<file path="config.mk">
export PLATFORM = sky130hd
export DESIGN_NAME = spi_timing_fifo_irq_control
export DESIGN_NICKNAME = d
export VERILOG_FILES = /design/src/rtl/spi_ctl_pkg.sv /design/src/rtl/spi_timing_fifo_irq_control.sv
export SDC_FILE = /design/constraint.sdc
export NUM_CORES = 2
export LEC_CHECK = 0
export BUFFER_PORTS_ARGS = -buffer_cell sky130_fd_sc_hd__buf_2
export CAP_MARGIN = 20
export CORE_MARGIN = 4
export CORE_UTILIZATION = 25
export CTS_BUF_LIST = sky130_fd_sc_hd__clkbuf_16
export CTS_CLUSTER_DIAMETER = 40
export CTS_CLUSTER_SIZE = 25
export DETAILED_ROUTE_END_ITERATION = 16
export PLACE_DENSITY = 0.41
export SKIP_LAST_GASP = 1
export SYNTH_ARGS = -nofsm -noshare
export SYNTH_HDL_FRONTEND = slang
export SYNTH_SLANG_ARGS = --single-unit
</file>
<file path="constraint.sdc">
create_clock -name clk -period 3.26 [get_ports clk]
set_clock_uncertainty 0.15 [all_clocks]
set_input_delay 0.163 -clock clk [delete_from_list [all_inputs] [get_ports clk]]
set_output_delay 0.163 -clock clk [all_outputs]
set_load 0.005 [all_outputs]
</file>
<file path="src/rtl/spi_ctl_pkg.sv">
// constants, field positions and carrier types for the spi control block
// assumes an apb master on the system clock and external spi parties on pins
package spi_ctl_pkg;
  // ==========================================================
  // register offsets
  localparam logic [7:0] off_data = 8'h00;
  localparam logic [7:0] off_ctrl = 8'h04;
  localparam logic [7:0] off_count = 8'h08;
  localparam logic [7:0] off_select_timing = 8'h10;
  localparam logic [7:0] off_sck_clock_config = 8'h14;
  localparam logic [7:0] off_fifo_dma_control = 8'h1c;
  localparam logic [7:0] off_irq_flags = 8'h20;
  localparam logic [7:0] off_irq_enables = 8'h24;
  localparam logic [7:0] off_wake_flags = 8'h28;
  localparam logic [7:0] off_wake_enables = 8'h2c;
  localparam logic [7:0] off_status = 8'h30;
  // ==========================================================
  // field positions
  localparam int ctrl_role_bit = 1;
  localparam int ctrl_multi_bit = 2;
  localparam int ctrl_start_bit = 5;
  localparam int rx_dma_en_bit = 31;
  localparam int rx_flush_bit = 23;
  localparam int rx_fifo_en_bit = 22;
  localparam int tx_dma_en_bit = 15;
  localparam int tx_flush_bit = 7;
  localparam int tx_fifo_en_bit = 6;
  localparam int fl_recv_under = 15;
  localparam int fl_recv_over = 14;
  localparam int fl_send_under = 13;
  localparam int fl_send_over = 12;
  localparam int fl_done = 11;
  localparam int fl_abort = 9;
  localparam int fl_fault = 8;
  localparam int fl_sel_off = 5;
  localparam int fl_sel_on = 4;
  localparam int fl_rx_full = 3;
  localparam int fl_rx_thd = 2;
  localparam int fl_send_queue_empty_flag = 1;
  localparam int fl_tx_thd = 0;
  // ==========================================================
  // masks, reset values and sizes
  localparam logic [15:0] flags_valid = 16'hfb3f;
  localparam logic [15:0] flags_tx_group = 16'h3003;
  localparam logic [4:0] tx_thd_reset = 5'h10;
  localparam logic [8:0] span_zero = 9'h100;
  localparam logic [3:0] max_prescale = 4'h8;
  localparam logic [5:0] fifo_depth = 6'h20;
  // ==========================================================
  // carriers
  typedef struct packed {
    logic psel;
    logic penable;
    logic pwrite;
    logic [7:0] paddr;
    logic [31:0] pwdata;
  } apb_req_s;
  typedef struct packed {
    logic sck_in;
    logic ss_in_n;
    logic mosi_in;
    logic miso_in;
  } pins_in_s;
  typedef struct packed {
    logic sck_out;
    logic sck_oe_n;
    logic ss_out_n;
    logic ss_oe_n;
    logic mosi_out;
    logic mosi_oe_n;
    logic miso_out;
    logic miso_oe_n;
  } pins_out_s;
  typedef enum logic [2:0] {
    st_idle, st_lead, st_load, st_low, st_high, st_store, st_hold, st_gap
  } mst_e;
endpackage : spi_ctl_pkg

</file>
<file path="src/rtl/spi_timing_fifo_irq_control.sv">
// spi port control: select timing, sck divider, fifos, dma, flags
// assumes apb on clk, pins asynchronous to clk, 8-bit characters, mode 0
`timescale 1ns/1ps
`default_nettype none
module spi_timing_fifo_irq_control
(
  // clock and reset
  input wire logic clk,
  input wire logic rst,
  // register bus
  input wire spi_ctl_pkg::apb_req_s apb,
  output logic pready,
  output logic [31:0] prdata,
  output logic pslverr,
  // serial pins
  input wire spi_ctl_pkg::pins_in_s pins_in,
  output spi_ctl_pkg::pins_out_s pins_out,
  // requests
  output logic dma_rx_req,
  output logic dma_tx_req,
  output logic irq,
  output logic wake_req
);
  import spi_ctl_pkg::*;

  typedef struct packed {
    logic [23:0] sel_time;
    logic [3:0] clk_exp;
    logic [7:0] sck_up_count;
    logic [7:0] sck_down_count;
    logic rx_dma_en;
    logic rx_fifo_en;
    logic [4:0] rx_thd;
    logic tx_dma_en;
    logic tx_fifo_en;
    logic [4:0] tx_thd;
    logic [15:0] flags;
    logic [15:0] ien;
    logic [3:0] wkfl;
    logic [3:0] wken;
    logic role;
    logic multi;
    logic [15:0] num_char;
    logic [31:0][7:0] rx_mem;
    logic [31:0][7:0] tx_mem;
    logic [4:0] rx_wp;
    logic [4:0] rx_rp;
    logic [5:0] rx_cnt;
    logic [4:0] tx_wp;
    logic [4:0] tx_rp;
    logic [5:0] tx_cnt;
    mst_e st;
    logic [8:0] tm;
    logic [7:0] pre;
    logic [7:0] ph;
    logic [7:0] sh;
    logic mi;
    logic [2:0] bits;
    logic [15:0] chars;
    logic [3:0] s1;
    logic [3:0] s2;
    logic [3:0] s3;
    logic [3:0] filt;
    logic [3:0] prev;
    logic [7:0] sl_rx;
    logic [7:0] sl_tx;
    logic [2:0] sl_bits;
    logic sl_act;
    logic [31:0] rdata;
    logic err;
    logic rxq;
    logic txq;
    logic irq;
    logic wake;
  } state_s;

  state_s r;
  state_s n;

  // zero in a timing field stands for 256 cycles
  function automatic logic [8:0] span(input logic [7:0] v);
    span = (v == 8'h00) ? span_zero : {1'b0, v};
  endfunction : span

  // zero count means no duty control, one tick per phase
  function automatic logic [7:0] eff(input logic [7:0] v);
    eff = (v == 8'h00) ? 8'h01 : v;
  endfunction : eff

  logic setup;
  logic access;
  logic [15:0] set;
  logic [15:0] clr;
  logic [3:0] exp_c;
  logic tick;
  logic rx_push;
  logic [7:0] rx_din;
  logic rx_pop;
  logic tx_push;
  logic tx_pop;
  logic [7:0] tx_head;
  logic sck_rise;
  logic sck_fall;
  logic ss_on;
  logic ss_off;

  // zero wait state slave, read data captured in setup
  assign pready = 1'b1;
  assign setup = apb.psel & ~apb.penable;
  assign access = apb.psel & apb.penable;
  assign prdata = r.rdata;
  assign pslverr = r.err;
  assign dma_rx_req = r.rxq;
  assign dma_tx_req = r.txq;
  assign irq = r.irq;
  assign wake_req = r.wake;

  // ==========================================================
  // pin outputs
  always_comb
  begin
    pins_out.sck_out = (r.st == st_high);
    pins_out.sck_oe_n = ~r.role;
    // in multi master mode the select pin becomes an input
    pins_out.ss_out_n = ~(r.st inside {st_lead, st_load, st_low, st_high, st_store, st_hold});
    pins_out.ss_oe_n = ~(r.role & ~r.multi);
    pins_out.mosi_out = r.sh[7];
    pins_out.mosi_oe_n = ~r.role;
    pins_out.miso_out = r.sl_tx[7];
    pins_out.miso_oe_n = ~(~r.role & r.sl_act);
  end

  // ==========================================================
  // next state
  always_comb
  begin
    n = r;
    set = 16'h0000;
    clr = 16'h0000;
    rx_push = 1'b0;
    rx_din = 8'h00;
    rx_pop = 1'b0;
    tx_push = 1'b0;
    tx_pop = 1'b0;
    tx_head = r.tx_mem[r.tx_rp];
    exp_c = (r.clk_exp > max_prescale) ? max_prescale : r.clk_exp;
    tick = (r.pre == 8'((9'h001 << exp_c) - 9'h001));
    n.pre = tick ? 8'h00 : 8'(r.pre + 8'h01);

    // three stage pin sync, a change counts once stages two and three agree
    n.s1 = pins_in;
    n.s2 = r.s1;
    n.s3 = r.s2;
    for (int i = 0; i < 4; i++)
    begin
      if (r.s2[i] == r.s3[i])
        n.filt[i] = r.s2[i];
    end
    n.prev = r.filt;
    sck_rise = r.filt[3] & ~r.prev[3];
    sck_fall = ~r.filt[3] & r.prev[3];
    ss_on = ~r.filt[2] & r.prev[2];
    ss_off = r.filt[2] & ~r.prev[2];

    // ========================================================
    // register bus
    n.err = 1'b0;
    if (setup)
    begin
      n.err = ~(apb.paddr[7:2] <= 6'h0c && apb.paddr[7:2] != 6'h03
        && apb.paddr[1:0] == 2'b00);
      case (apb.paddr)
        off_data: n.rdata = {24'h0, r.rx_mem[r.rx_rp]};
        off_ctrl: n.rdata = 32'({r.multi, r.role, 1'b0}) << 0;
        off_count: n.rdata = {16'h0, r.num_char};
        off_select_timing: n.rdata = {8'h00, r.sel_time};
        off_sck_clock_config:
          n.rdata = {12'h000, r.clk_exp, r.sck_up_count, r.sck_down_count};
        off_fifo_dma_control:
          n.rdata = {r.rx_dma_en, 1'b0, r.rx_cnt, 1'b0, r.rx_fifo_en, 1'b0, r.rx_thd,
            r.tx_dma_en, 1'b0, r.tx_cnt, 1'b0, r.tx_fifo_en, 1'b0, r.tx_thd};
        off_irq_flags: n.rdata = {16'h0, r.flags};
        off_irq_enables: n.rdata = {16'h0, r.ien};
        off_wake_flags: n.rdata = {28'h0, r.wkfl};
        off_wake_enables: n.rdata = {28'h0, r.wken};
        off_status: n.rdata = {31'h0, (r.st != st_idle) | r.sl_act};
        default: n.rdata = 32'h0000_0000;
      endcase
    end
    if (access && apb.pwrite)
    begin
      case (apb.paddr)
        off_data:
        begin
          if (r.tx_cnt == fifo_depth)
            set[fl_send_over] = 1'b1;
          else if (r.tx_fifo_en)
            tx_push = 1'b1;
        end
        off_ctrl:
        begin
          n.role = apb.pwdata[ctrl_role_bit];
          n.multi = apb.pwdata[ctrl_multi_bit];
          if (apb.pwdata[ctrl_start_bit] && apb.pwdata[ctrl_role_bit] && r.st == st_idle)
          begin
            n.st = st_lead;
            n.tm = 9'(span(r.sel_time[7:0]) - 9'h001);
            n.chars = 16'h0000;
          end
        end
        off_count: n.num_char = apb.pwdata[15:0];
        off_select_timing: n.sel_time = apb.pwdata[23:0];
        off_sck_clock_config:
        begin
          n.clk_exp = apb.pwdata[19:16];
          n.sck_up_count = apb.pwdata[15:8];
          n.sck_down_count = apb.pwdata[7:0];
        end
        off_fifo_dma_control:
        begin
          // dropping a dma enable also drops its request below
          n.rx_dma_en = apb.pwdata[rx_dma_en_bit];
          n.rx_fifo_en = apb.pwdata[rx_fifo_en_bit];
          n.rx_thd = apb.pwdata[20:16];
          n.tx_dma_en = apb.pwdata[tx_dma_en_bit];
          n.tx_fifo_en = apb.pwdata[tx_fifo_en_bit];
          n.tx_thd = apb.pwdata[4:0];
        end
        off_irq_flags: clr = apb.pwdata[15:0] & flags_valid;
        off_irq_enables: n.ien = apb.pwdata[15:0] & flags_valid;
        off_wake_flags: n.wkfl = r.wkfl & ~apb.pwdata[3:0];
        off_wake_enables: n.wken = apb.pwdata[3:0];
        default: ;
      endcase
    end
    if (access && !apb.pwrite && apb.paddr == off_data)
    begin
      if (r.rx_cnt == 6'h00)
        set[fl_recv_under] = 1'b1;
      else
        rx_pop = 1'b1;
    end

    // ========================================================
    // master sequencer
    case (r.st)
      st_idle: ;
      // lead time before first sck edge
      st_lead:
      begin
        n.tm = 9'(r.tm - 9'h001);
        if (r.tm == 9'h000)
          n.st = st_load;
      end
      st_load:
      begin
        if (r.chars == r.num_char)
        begin
          n.st = st_hold;
          n.tm = 9'(span(r.sel_time[15:8]) - 9'h001);
        end
        // master waits on empty transmit fifo
        else if (r.tx_cnt != 6'h00)
        begin
          tx_pop = 1'b1;
          n.sh = tx_head;
          n.bits = 3'h0;
          n.ph = 8'h00;
          n.pre = 8'h00;
          n.st = st_low;
        end
      end
      st_low:
      begin
        if (tick)
        begin
          n.ph = 8'(r.ph + 8'h01);
          if (8'(r.ph + 8'h01) == eff(r.sck_down_count))
          begin
            n.ph = 8'h00;
            // miso taken at the rise, shift at the fall keeps mosi still under sck
            n.mi = r.filt[0];
            n.st = st_high;
          end
        end
      end
      st_high:
      begin
        if (tick)
        begin
          n.ph = 8'(r.ph + 8'h01);
          if (8'(r.ph + 8'h01) == eff(r.sck_up_count))
          begin
            n.ph = 8'h00;
            n.sh = {r.sh[6:0], r.mi};
            n.bits = 3'(r.bits + 3'h1);
            n.st = (r.bits == 3'h7) ? st_store : st_low;
          end
        end
      end
      st_store:
      begin
        // master holds sck while the enabled receive fifo is full
        if (!(r.rx_fifo_en && r.rx_cnt == fifo_depth))
        begin
          rx_push = r.rx_fifo_en;
          rx_din = r.sh;
          n.chars = 16'(r.chars + 16'h0001);
          n.st = st_load;
        end
      end
      st_hold:
      begin
        n.tm = 9'(r.tm - 9'h001);
        if (r.tm == 9'h000)
        begin
          n.st = st_gap;
          n.tm = 9'(span(r.sel_time[23:16]) - 9'h001);
          set[fl_done] = 1'b1;
        end
      end
      // select inactive gap before next start
      st_gap:
      begin
        n.tm = 9'(r.tm - 9'h001);
        if (r.tm == 9'h000)
          n.st = st_idle;
      end
      default: n.st = st_idle;
    endcase
    // leaving master role drops the timed sequence
    if (!n.role)
      n.st = st_idle;

    // ========================================================
    // slave side, select input active low
    if (!r.role)
    begin
      if (ss_on)
      begin
        set[fl_sel_on] = 1'b1;
        n.sl_act = 1'b1;
        n.sl_bits = 3'h0;
        // underrun when a character must go out
        if (r.tx_cnt == 6'h00)
        begin
          set[fl_send_under] = 1'b1;
          n.sl_tx = 8'h00;
        end
        else
        begin
          tx_pop = 1'b1;
          n.sl_tx = tx_head;
        end
      end
      else if (ss_off && r.sl_act)
      begin
        set[fl_sel_off] = 1'b1;
        n.sl_act = 1'b0;
        if (r.sl_bits != 3'h0)
          set[fl_abort] = 1'b1;
      end
      else if (r.sl_act && sck_rise)
      begin
        n.sl_rx = {r.sl_rx[6:0], r.filt[1]};
        n.sl_bits = 3'(r.sl_bits + 3'h1);
        if (r.sl_bits == 3'h7)
        begin
          if (r.rx_cnt == fifo_depth)
            set[fl_recv_over] = 1'b1;
          else
          begin
            rx_push = r.rx_fifo_en;
            rx_din = {r.sl_rx[6:0], r.filt[1]};
          end
        end
      end
      else if (r.sl_act && sck_fall)
      begin
        if (r.sl_bits != 3'h0)
          n.sl_tx = {r.sl_tx[6:0], 1'b0};
        else if (r.tx_cnt == 6'h00)
          set[fl_send_under] = 1'b1;
        else
        begin
          tx_pop = 1'b1;
          n.sl_tx = tx_head;
        end
      end
    end
    else
      n.sl_act = 1'b0;

    // select input asserted while master in multi master mode
    if (r.role && r.multi && !r.filt[2])
      set[fl_fault] = 1'b1;

    // ========================================================
    // fifos
    if (rx_push)
    begin
      n.rx_mem[r.rx_wp] = rx_din;
      n.rx_wp = 5'(r.rx_wp + 5'h01);
    end
    if (rx_pop)
      n.rx_rp = 5'(r.rx_rp + 5'h01);
    n.rx_cnt = 6'(r.rx_cnt + {5'h00, rx_push} - {5'h00, rx_pop});
    if (tx_push)
    begin
      n.tx_mem[r.tx_wp] = apb.pwdata[7:0];
      n.tx_wp = 5'(r.tx_wp + 5'h01);
    end
    if (tx_pop)
      n.tx_rp = 5'(r.tx_rp + 5'h01);
    n.tx_cnt = 6'(r.tx_cnt + {5'h00, tx_push} - {5'h00, tx_pop});
    if (access && apb.pwrite && apb.paddr == off_fifo_dma_control)
    begin
      if (apb.pwdata[rx_flush_bit])
      begin
        n.rx_wp = 5'h00;
        n.rx_rp = 5'h00;
        n.rx_cnt = 6'h00;
      end
      // transmit flush clears the transmit flags too
      if (apb.pwdata[tx_flush_bit])
      begin
        n.tx_wp = 5'h00;
        n.tx_rp = 5'h00;
        n.tx_cnt = 6'h00;
        clr = clr | flags_tx_group;
      end
    end

    // ========================================================
    // levels, flags, requests
    set[fl_rx_full] = set[fl_rx_full] | (r.rx_cnt == fifo_depth);
    set[fl_rx_thd] = r.rx_cnt > {1'b0, r.rx_thd};
    set[fl_send_queue_empty_flag] = r.tx_cnt == 6'h00;
    set[fl_tx_thd] = r.tx_cnt < {1'b0, r.tx_thd};
    if (r.rx_cnt < {1'b0, r.rx_thd})
      clr[fl_rx_thd] = 1'b1;
    if (r.tx_cnt > {1'b0, r.tx_thd})
      clr[fl_tx_thd] = 1'b1;
    // a set in the same cycle as a clear wins
    n.flags = ((r.flags & ~clr) | set) & flags_valid;
    n.wkfl = n.wkfl | set[3:0];
    n.rxq = n.rx_dma_en & set[fl_rx_thd];
    n.txq = n.tx_dma_en & set[fl_tx_thd];
    n.irq = |(r.flags & r.ien);
    n.wake = |(r.wkfl & r.wken);

    if (rst)
    begin
      n = '0;
      n.tx_thd = tx_thd_reset;
      n.flags[fl_send_queue_empty_flag] = 1'b1;
      n.s1[2] = 1'b1;
      n.s2[2] = 1'b1;
      n.s3[2] = 1'b1;
      n.filt[2] = 1'b1;
      n.prev[2] = 1'b1;
    end
  end

  always_ff @(posedge clk)
  begin
    r <= n;
  end

endmodule : spi_timing_fifo_irq_control
`default_nettype wire

</file>
==> impl_results.html <==
<table>
<tr><th>Metric</th><th>Value</th></tr>
<tr><th colspan="2">Worst setup path</th></tr>
<tr><td>Beginning of the worst register-to-register path</td><td>r[105]</td></tr>
<tr><td>Setup Crit Path Kind</td><td>reg -&gt; reg</td></tr>
<tr><td>Data arrival, critical path</td><td>3.56 ns</td></tr>
<tr><td>Worst-path maximum fanout</td><td>6</td></tr>
<tr><td>CP Capture Type</td><td>flop</td></tr>
<tr><td>CP Launch Type</td><td>flop</td></tr>
<tr><td>Worst endpoint required time</td><td>between 3 and 4 ns</td></tr>
<tr><td>Critical path launch point</td><td>r[105]</td></tr>
<tr><th colspan="2">Global route</th></tr>
<tr><td>Total overflow reported by the global router</td><td>0</td></tr>
<tr><td>GRT Overall Usage</td><td>between 15 and 20%</td></tr>
<tr><td>Met3 global-route usage</td><td>under 10%</td></tr>
<tr><td>Maximum number of pins on one net before global-route repair</td><td>131</td></tr>
<tr><td>Met1 routing resource usage after global routing</td><td>24.58%</td></tr>
<tr><td>Via count of the first global-routing pass</td><td>~31,000</td></tr>
<tr><td>Initial antenna violation count</td><td>3</td></tr>
<tr><td>Wire length of the first global-routing pass</td><td>around 200,000 um</td></tr>
<tr><td>Met2 layer usage reported by global route</td><td>approximately 28%</td></tr>
<tr><td>Layer carrying the most global-route usage</td><td>met2</td></tr>
<tr><th colspan="2">STA</th></tr>
<tr><td>Endpoints failing setup</td><td>0</td></tr>
<tr><td>Unrepaired setup endpoints after global routing</td><td>true</td></tr>
<tr><td>Final critical path time including I/O delays and setup</td><td>3.124 ns</td></tr>
<tr><td>Max Clk Rate</td><td>320.1 MHz</td></tr>
<tr><td>Final number of max-transition violations</td><td>0</td></tr>
<tr><td>Worst slew margin relative to its limit</td><td>25.09%</td></tr>
<tr><td>Actual transition at the worst max-transition pin</td><td>1.124 ns</td></tr>
<tr><td>Min Hold Slack</td><td>0.07717 ns</td></tr>
<tr><td>Portion of the clock cycle consumed by the worst path in the final layout</td><td>95.84%</td></tr>
<tr><td>Fin. Hold Viols</td><td>0</td></tr>
<tr><th colspan="2">Routing</th></tr>
<tr><td>Final antenna-violating net count</td><td>0</td></tr>
<tr><td>Initial DRC count</td><td>2,328</td></tr>
<tr><td>Wire length reported by the detailed router</td><td>around 140,000 um</td></tr>
<tr><td>Number of iterations in the first detailed-routing pass</td><td>9</td></tr>
<tr><td>Total DRC errors in the routed layout</td><td>0</td></tr>
<tr><td>DR vias/cell</td><td>4.902</td></tr>
<tr><td>Via count of the routed design</td><td>between 30,000 and 40,000</td></tr>
<tr><td>Routed len/inst</td><td>20.63 um</td></tr>
<tr><th colspan="2">Min path</th></tr>
<tr><td>Worst Hold Launch</td><td>apb[17]</td></tr>
<tr><td>Min-Delay Path Class</td><td>in -&gt; reg</td></tr>
<tr><th colspan="2">Yosys</th></tr>
<tr><td>Top FF cell, synth</td><td>sky130_fd_sc_hd__dfxtp_1</td></tr>
<tr><td>Number of enable flip-flop cells after synthesis</td><td>0</td></tr>
<tr><td>Count of yosys warnings during synthesis</td><td>0</td></tr>
<tr><td>Async S/R FF share, synth</td><td>0%</td></tr>
<tr><td>Library cell with the highest instance count after synthesis</td><td>sky130_fd_sc_hd__nand2_1</td></tr>
<tr><td>Top cell type's share of synthesized area</td><td>42.91%</td></tr>
<tr><td>Sequential-to-total area share from yosys stat</td><td>between 40% and 50%</td></tr>
<tr><td>Combined area of all synthesized cells</td><td>36,530 sq um</td></tr>
<tr><td>Library cells used by synthesis</td><td>just over 90</td></tr>
<tr><td>Average cell area after synthesis</td><td>8.513 sq um</td></tr>
<tr><td>Top cell type by total area after synthesis</td><td>sky130_fd_sc_hd__dfxtp_1</td></tr>
<tr><td>Number of instances in the synthesized netlist</td><td>4,291</td></tr>
<tr><td>Post-synthesis net count</td><td>4,393</td></tr>
<tr><td>Cell types with the largest area share after synthesis</td><td>sky130_fd_sc_hd__dfxtp_1, sky130_fd_sc_hd__nand2_1, sky130_fd_sc_hd__a21oi_1</td></tr>
<tr><td>Top cells by count, synth</td><td>sky130_fd_sc_hd__nand2_1, sky130_fd_sc_hd__dfxtp_1, sky130_fd_sc_hd__a21oi_1, sky130_fd_sc_hd__nor2_1, sky130_fd_sc_hd__clkbuf_1</td></tr>
<tr><td>Register bit count reported by yosys</td><td>783</td></tr>
<tr><th colspan="2">Layout</th></tr>
<tr><td>Post-Layout Cell Count</td><td>about 6,600</td></tr>
<tr><td>Relative area change from synthesis to final layout</td><td>27.35%</td></tr>
<tr><td>Net count reported at finish</td><td>~4,600</td></tr>
<tr><td>Share of layout cells above drive strength 1</td><td>17.22%</td></tr>
<tr><td>Area of all placed cells without fillers</td><td>between 40,000 and 50,000 sq um</td></tr>
<tr><th colspan="2">CTS</th></tr>
<tr><td>CTS tree</td><td>yes</td></tr>
<tr><td>Library cell used as clock root buffer</td><td>sky130_fd_sc_hd__clkbuf_16</td></tr>
<tr><td>Later-pin clock latency in the skew report</td><td>0.78 ns</td></tr>
<tr><td>H-tree depth</td><td>4</td></tr>
<tr><td>Number of buffers inserted during clock tree synthesis</td><td>approximately 160</td></tr>
<tr><td>Clock transition time at the flip-flop clock pins of the worst setup and hold paths</td><td>0.05 ns</td></tr>
<tr><td>Number of sinks driven by the clock tree</td><td>783</td></tr>
<tr><td>CTS max path bufs</td><td>3</td></tr>
<tr><th colspan="2">Outcome</th></tr>
<tr><td>Outcome</td><td>finished clean</td></tr>
<tr><th colspan="2">Run</th></tr>
<tr><td>Max-cap viol count</td><td>0</td></tr>
<tr><th colspan="2">Floorplan</th></tr>
<tr><td>Row count</td><td>140</td></tr>
<tr><td>Die Span Y</td><td>390.3 um</td></tr>
<tr><td>Number of top-level pins</td><td>95</td></tr>
<tr><td>Die Outline Area</td><td>about 150,000 sq um</td></tr>
<tr><td>Starting density of the core</td><td>25.12%</td></tr>
<tr><td>Placeable core area</td><td>between 100,000 and 150,000 sq um</td></tr>
<tr><td>Die span in x</td><td>390.3 um</td></tr>
<tr><th colspan="2">Placed design</th></tr>
<tr><td>Count of buffers inserted at the top-level ports</td><td>85</td></tr>
<tr><td>Routability-driven placement congestion ratio</td><td>0.8197</td></tr>
<tr><td>Total placed cells including tap cells</td><td>6,203</td></tr>
<tr><td>HPWL after detailed placement</td><td>90,310 um</td></tr>
<tr><td>Placed cell areas</td><td>between 40,000 and 50,000 sq um</td></tr>
<tr><th colspan="2">Power</th></tr>
<tr><td>Total power divided by cell area</td><td>582.6 nW/um^2</td></tr>
<tr><td>Static leakage</td><td>0.01583 uW</td></tr>
<tr><td>Largest vdd supply drop</td><td>0.3896 mV</td></tr>
</table>
## metrics by stage
stage	setup WS (ns)	total power (uW)	setup TNS [ns]	utilization, %
final	0.1356	27100	0	32.00
after CTS	0.03203	27490	0	31.92
after detailed placement	-0.01928	10310	-0.01928	27.71
after global routing	-0.04488	27990	-0.06149	31.99
after floorplan	0.1758	10060	0	-
after global placement	-0.01882	10320	-0.02418	27.70
## metal layers
metal  share of wire, %  vias to the layer above  wire [um]
met2                 45                      825      61440
met3                5.1                      171       6851
met5                  0                        -          0
met4                2.0                        0       2650
li1                   -                    15520          -
met1                 48                    15600      64190
## path summary, 6_finish.rpt
kind                                to  slack [ns]  depth (start not counted)
worst max-delay path             r[98]        0.14                          8
worst max register to register   r[98]        0.14                          8
worst min register to register   r[65]        0.28                          1
worst min-delay path            r[743]        0.08                          4
## cells by family (layout without fill, tap and decap cells)
logic type               Yosys count  in the layout  synth area share [%]
flip-flops                       783            783                 42.91
other                              2              3               0.02056
adder cells (fa/ha/maj)           54             54                 1.884
XOR/XNOR                          98             98                 2.425
buffers and inverters            420            762                 4.963
AO/OA/AOI/OAI                    983            983                 16.06
AND/OR/NAND/NOR                 1655           1655                 19.61
multiplexers                     296            296                 12.13
## critical path, cell delays in order (launching register included)
cell,delay (ns)
sky130_fd_sc_hd__dfxtp_1,0.31
sky130_fd_sc_hd__ha_1,0.26
sky130_fd_sc_hd__and4_1,0.26
sky130_fd_sc_hd__a21oi_1,0.16
sky130_fd_sc_hd__nand3b_1,0.09
sky130_fd_sc_hd__or4_1,0.55
sky130_fd_sc_hd__o31ai_1,0.49
sky130_fd_sc_hd__o21ai_1,0.28
sky130_fd_sc_hd__o311a_1,0.41
## state kept, by name (all words and copies together), names as in the netlist
name	count
dma_rx_req	1
dma_tx_req	1
irq	1
pins_out	2
prdata	31
pslverr	1
r	745
wake_req	1
## report_power, final
| group | internal, uW | total [uW] | switching [uW] |
|---|---|---|---|
| clock network | 11000 | 16900 | 5930 |
| registers | 9610 | 9620 | 14.2 |
| logic | 141 | 546 | 405 |
## cells in the final DEF, fill, tap and decap left out, types with 14 or more instances in the layout
cell                              n
sky130_fd_sc_hd__and3_1          18
sky130_fd_sc_hd__buf_12          37
sky130_fd_sc_hd__buf_2           84
sky130_fd_sc_hd__nand2_1        882
sky130_fd_sc_hd__clkinv_2        26
sky130_fd_sc_hd__o211ai_1        17
sky130_fd_sc_hd__dfxtp_1        779
sky130_fd_sc_hd__bufinv_16       24
sky130_fd_sc_hd__nand4_1         15
sky130_fd_sc_hd__xnor2_1         34
sky130_fd_sc_hd__or3_1           18
sky130_fd_sc_hd__clkbuf_16      161
sky130_fd_sc_hd__xor2_1          61
sky130_fd_sc_hd__nor3_1          29
sky130_fd_sc_hd__inv_1           87
sky130_fd_sc_hd__a21oi_1        553
sky130_fd_sc_hd__mux4_2         116
sky130_fd_sc_hd__nor2_1         332
sky130_fd_sc_hd__nor2b_1         21
sky130_fd_sc_hd__o21ai_0        124
sky130_fd_sc_hd__mux2i_1        168
sky130_fd_sc_hd__dlygate4sd3_1   51
sky130_fd_sc_hd__a22o_1          14
sky130_fd_sc_hd__ha_1            51
sky130_fd_sc_hd__buf_4          222
sky130_fd_sc_hd__clkinv_1        19
sky130_fd_sc_hd__and2_1          22
sky130_fd_sc_hd__a22oi_1         55
sky130_fd_sc_hd__a211oi_1        75
sky130_fd_sc_hd__a221oi_1        24
sky130_fd_sc_hd__nand3_1        215
sky130_fd_sc_hd__a31oi_1         14
## what timing repair did
action | CTS | global route
endpoints found under the hold margin | 449 | 0
gates resized for setup | 0 | 18
setup endpoints to repair | 0 | 69
setup buffers | 0 | 2
hold buffers | 51 | 0
## area by class of cell
type,instances,area [sq um]
clock inverters,133,1582
flip-flops and latches,783,15690
diodes,1,2.502
multi-input cells,3088,19180
well taps,1917,2399
clock buffers,161,4029
inverters,71,266.5
fillers,15140,98870
repair buffers,397,3376
No activity file was read; power rests on OpenSTA's default activity.
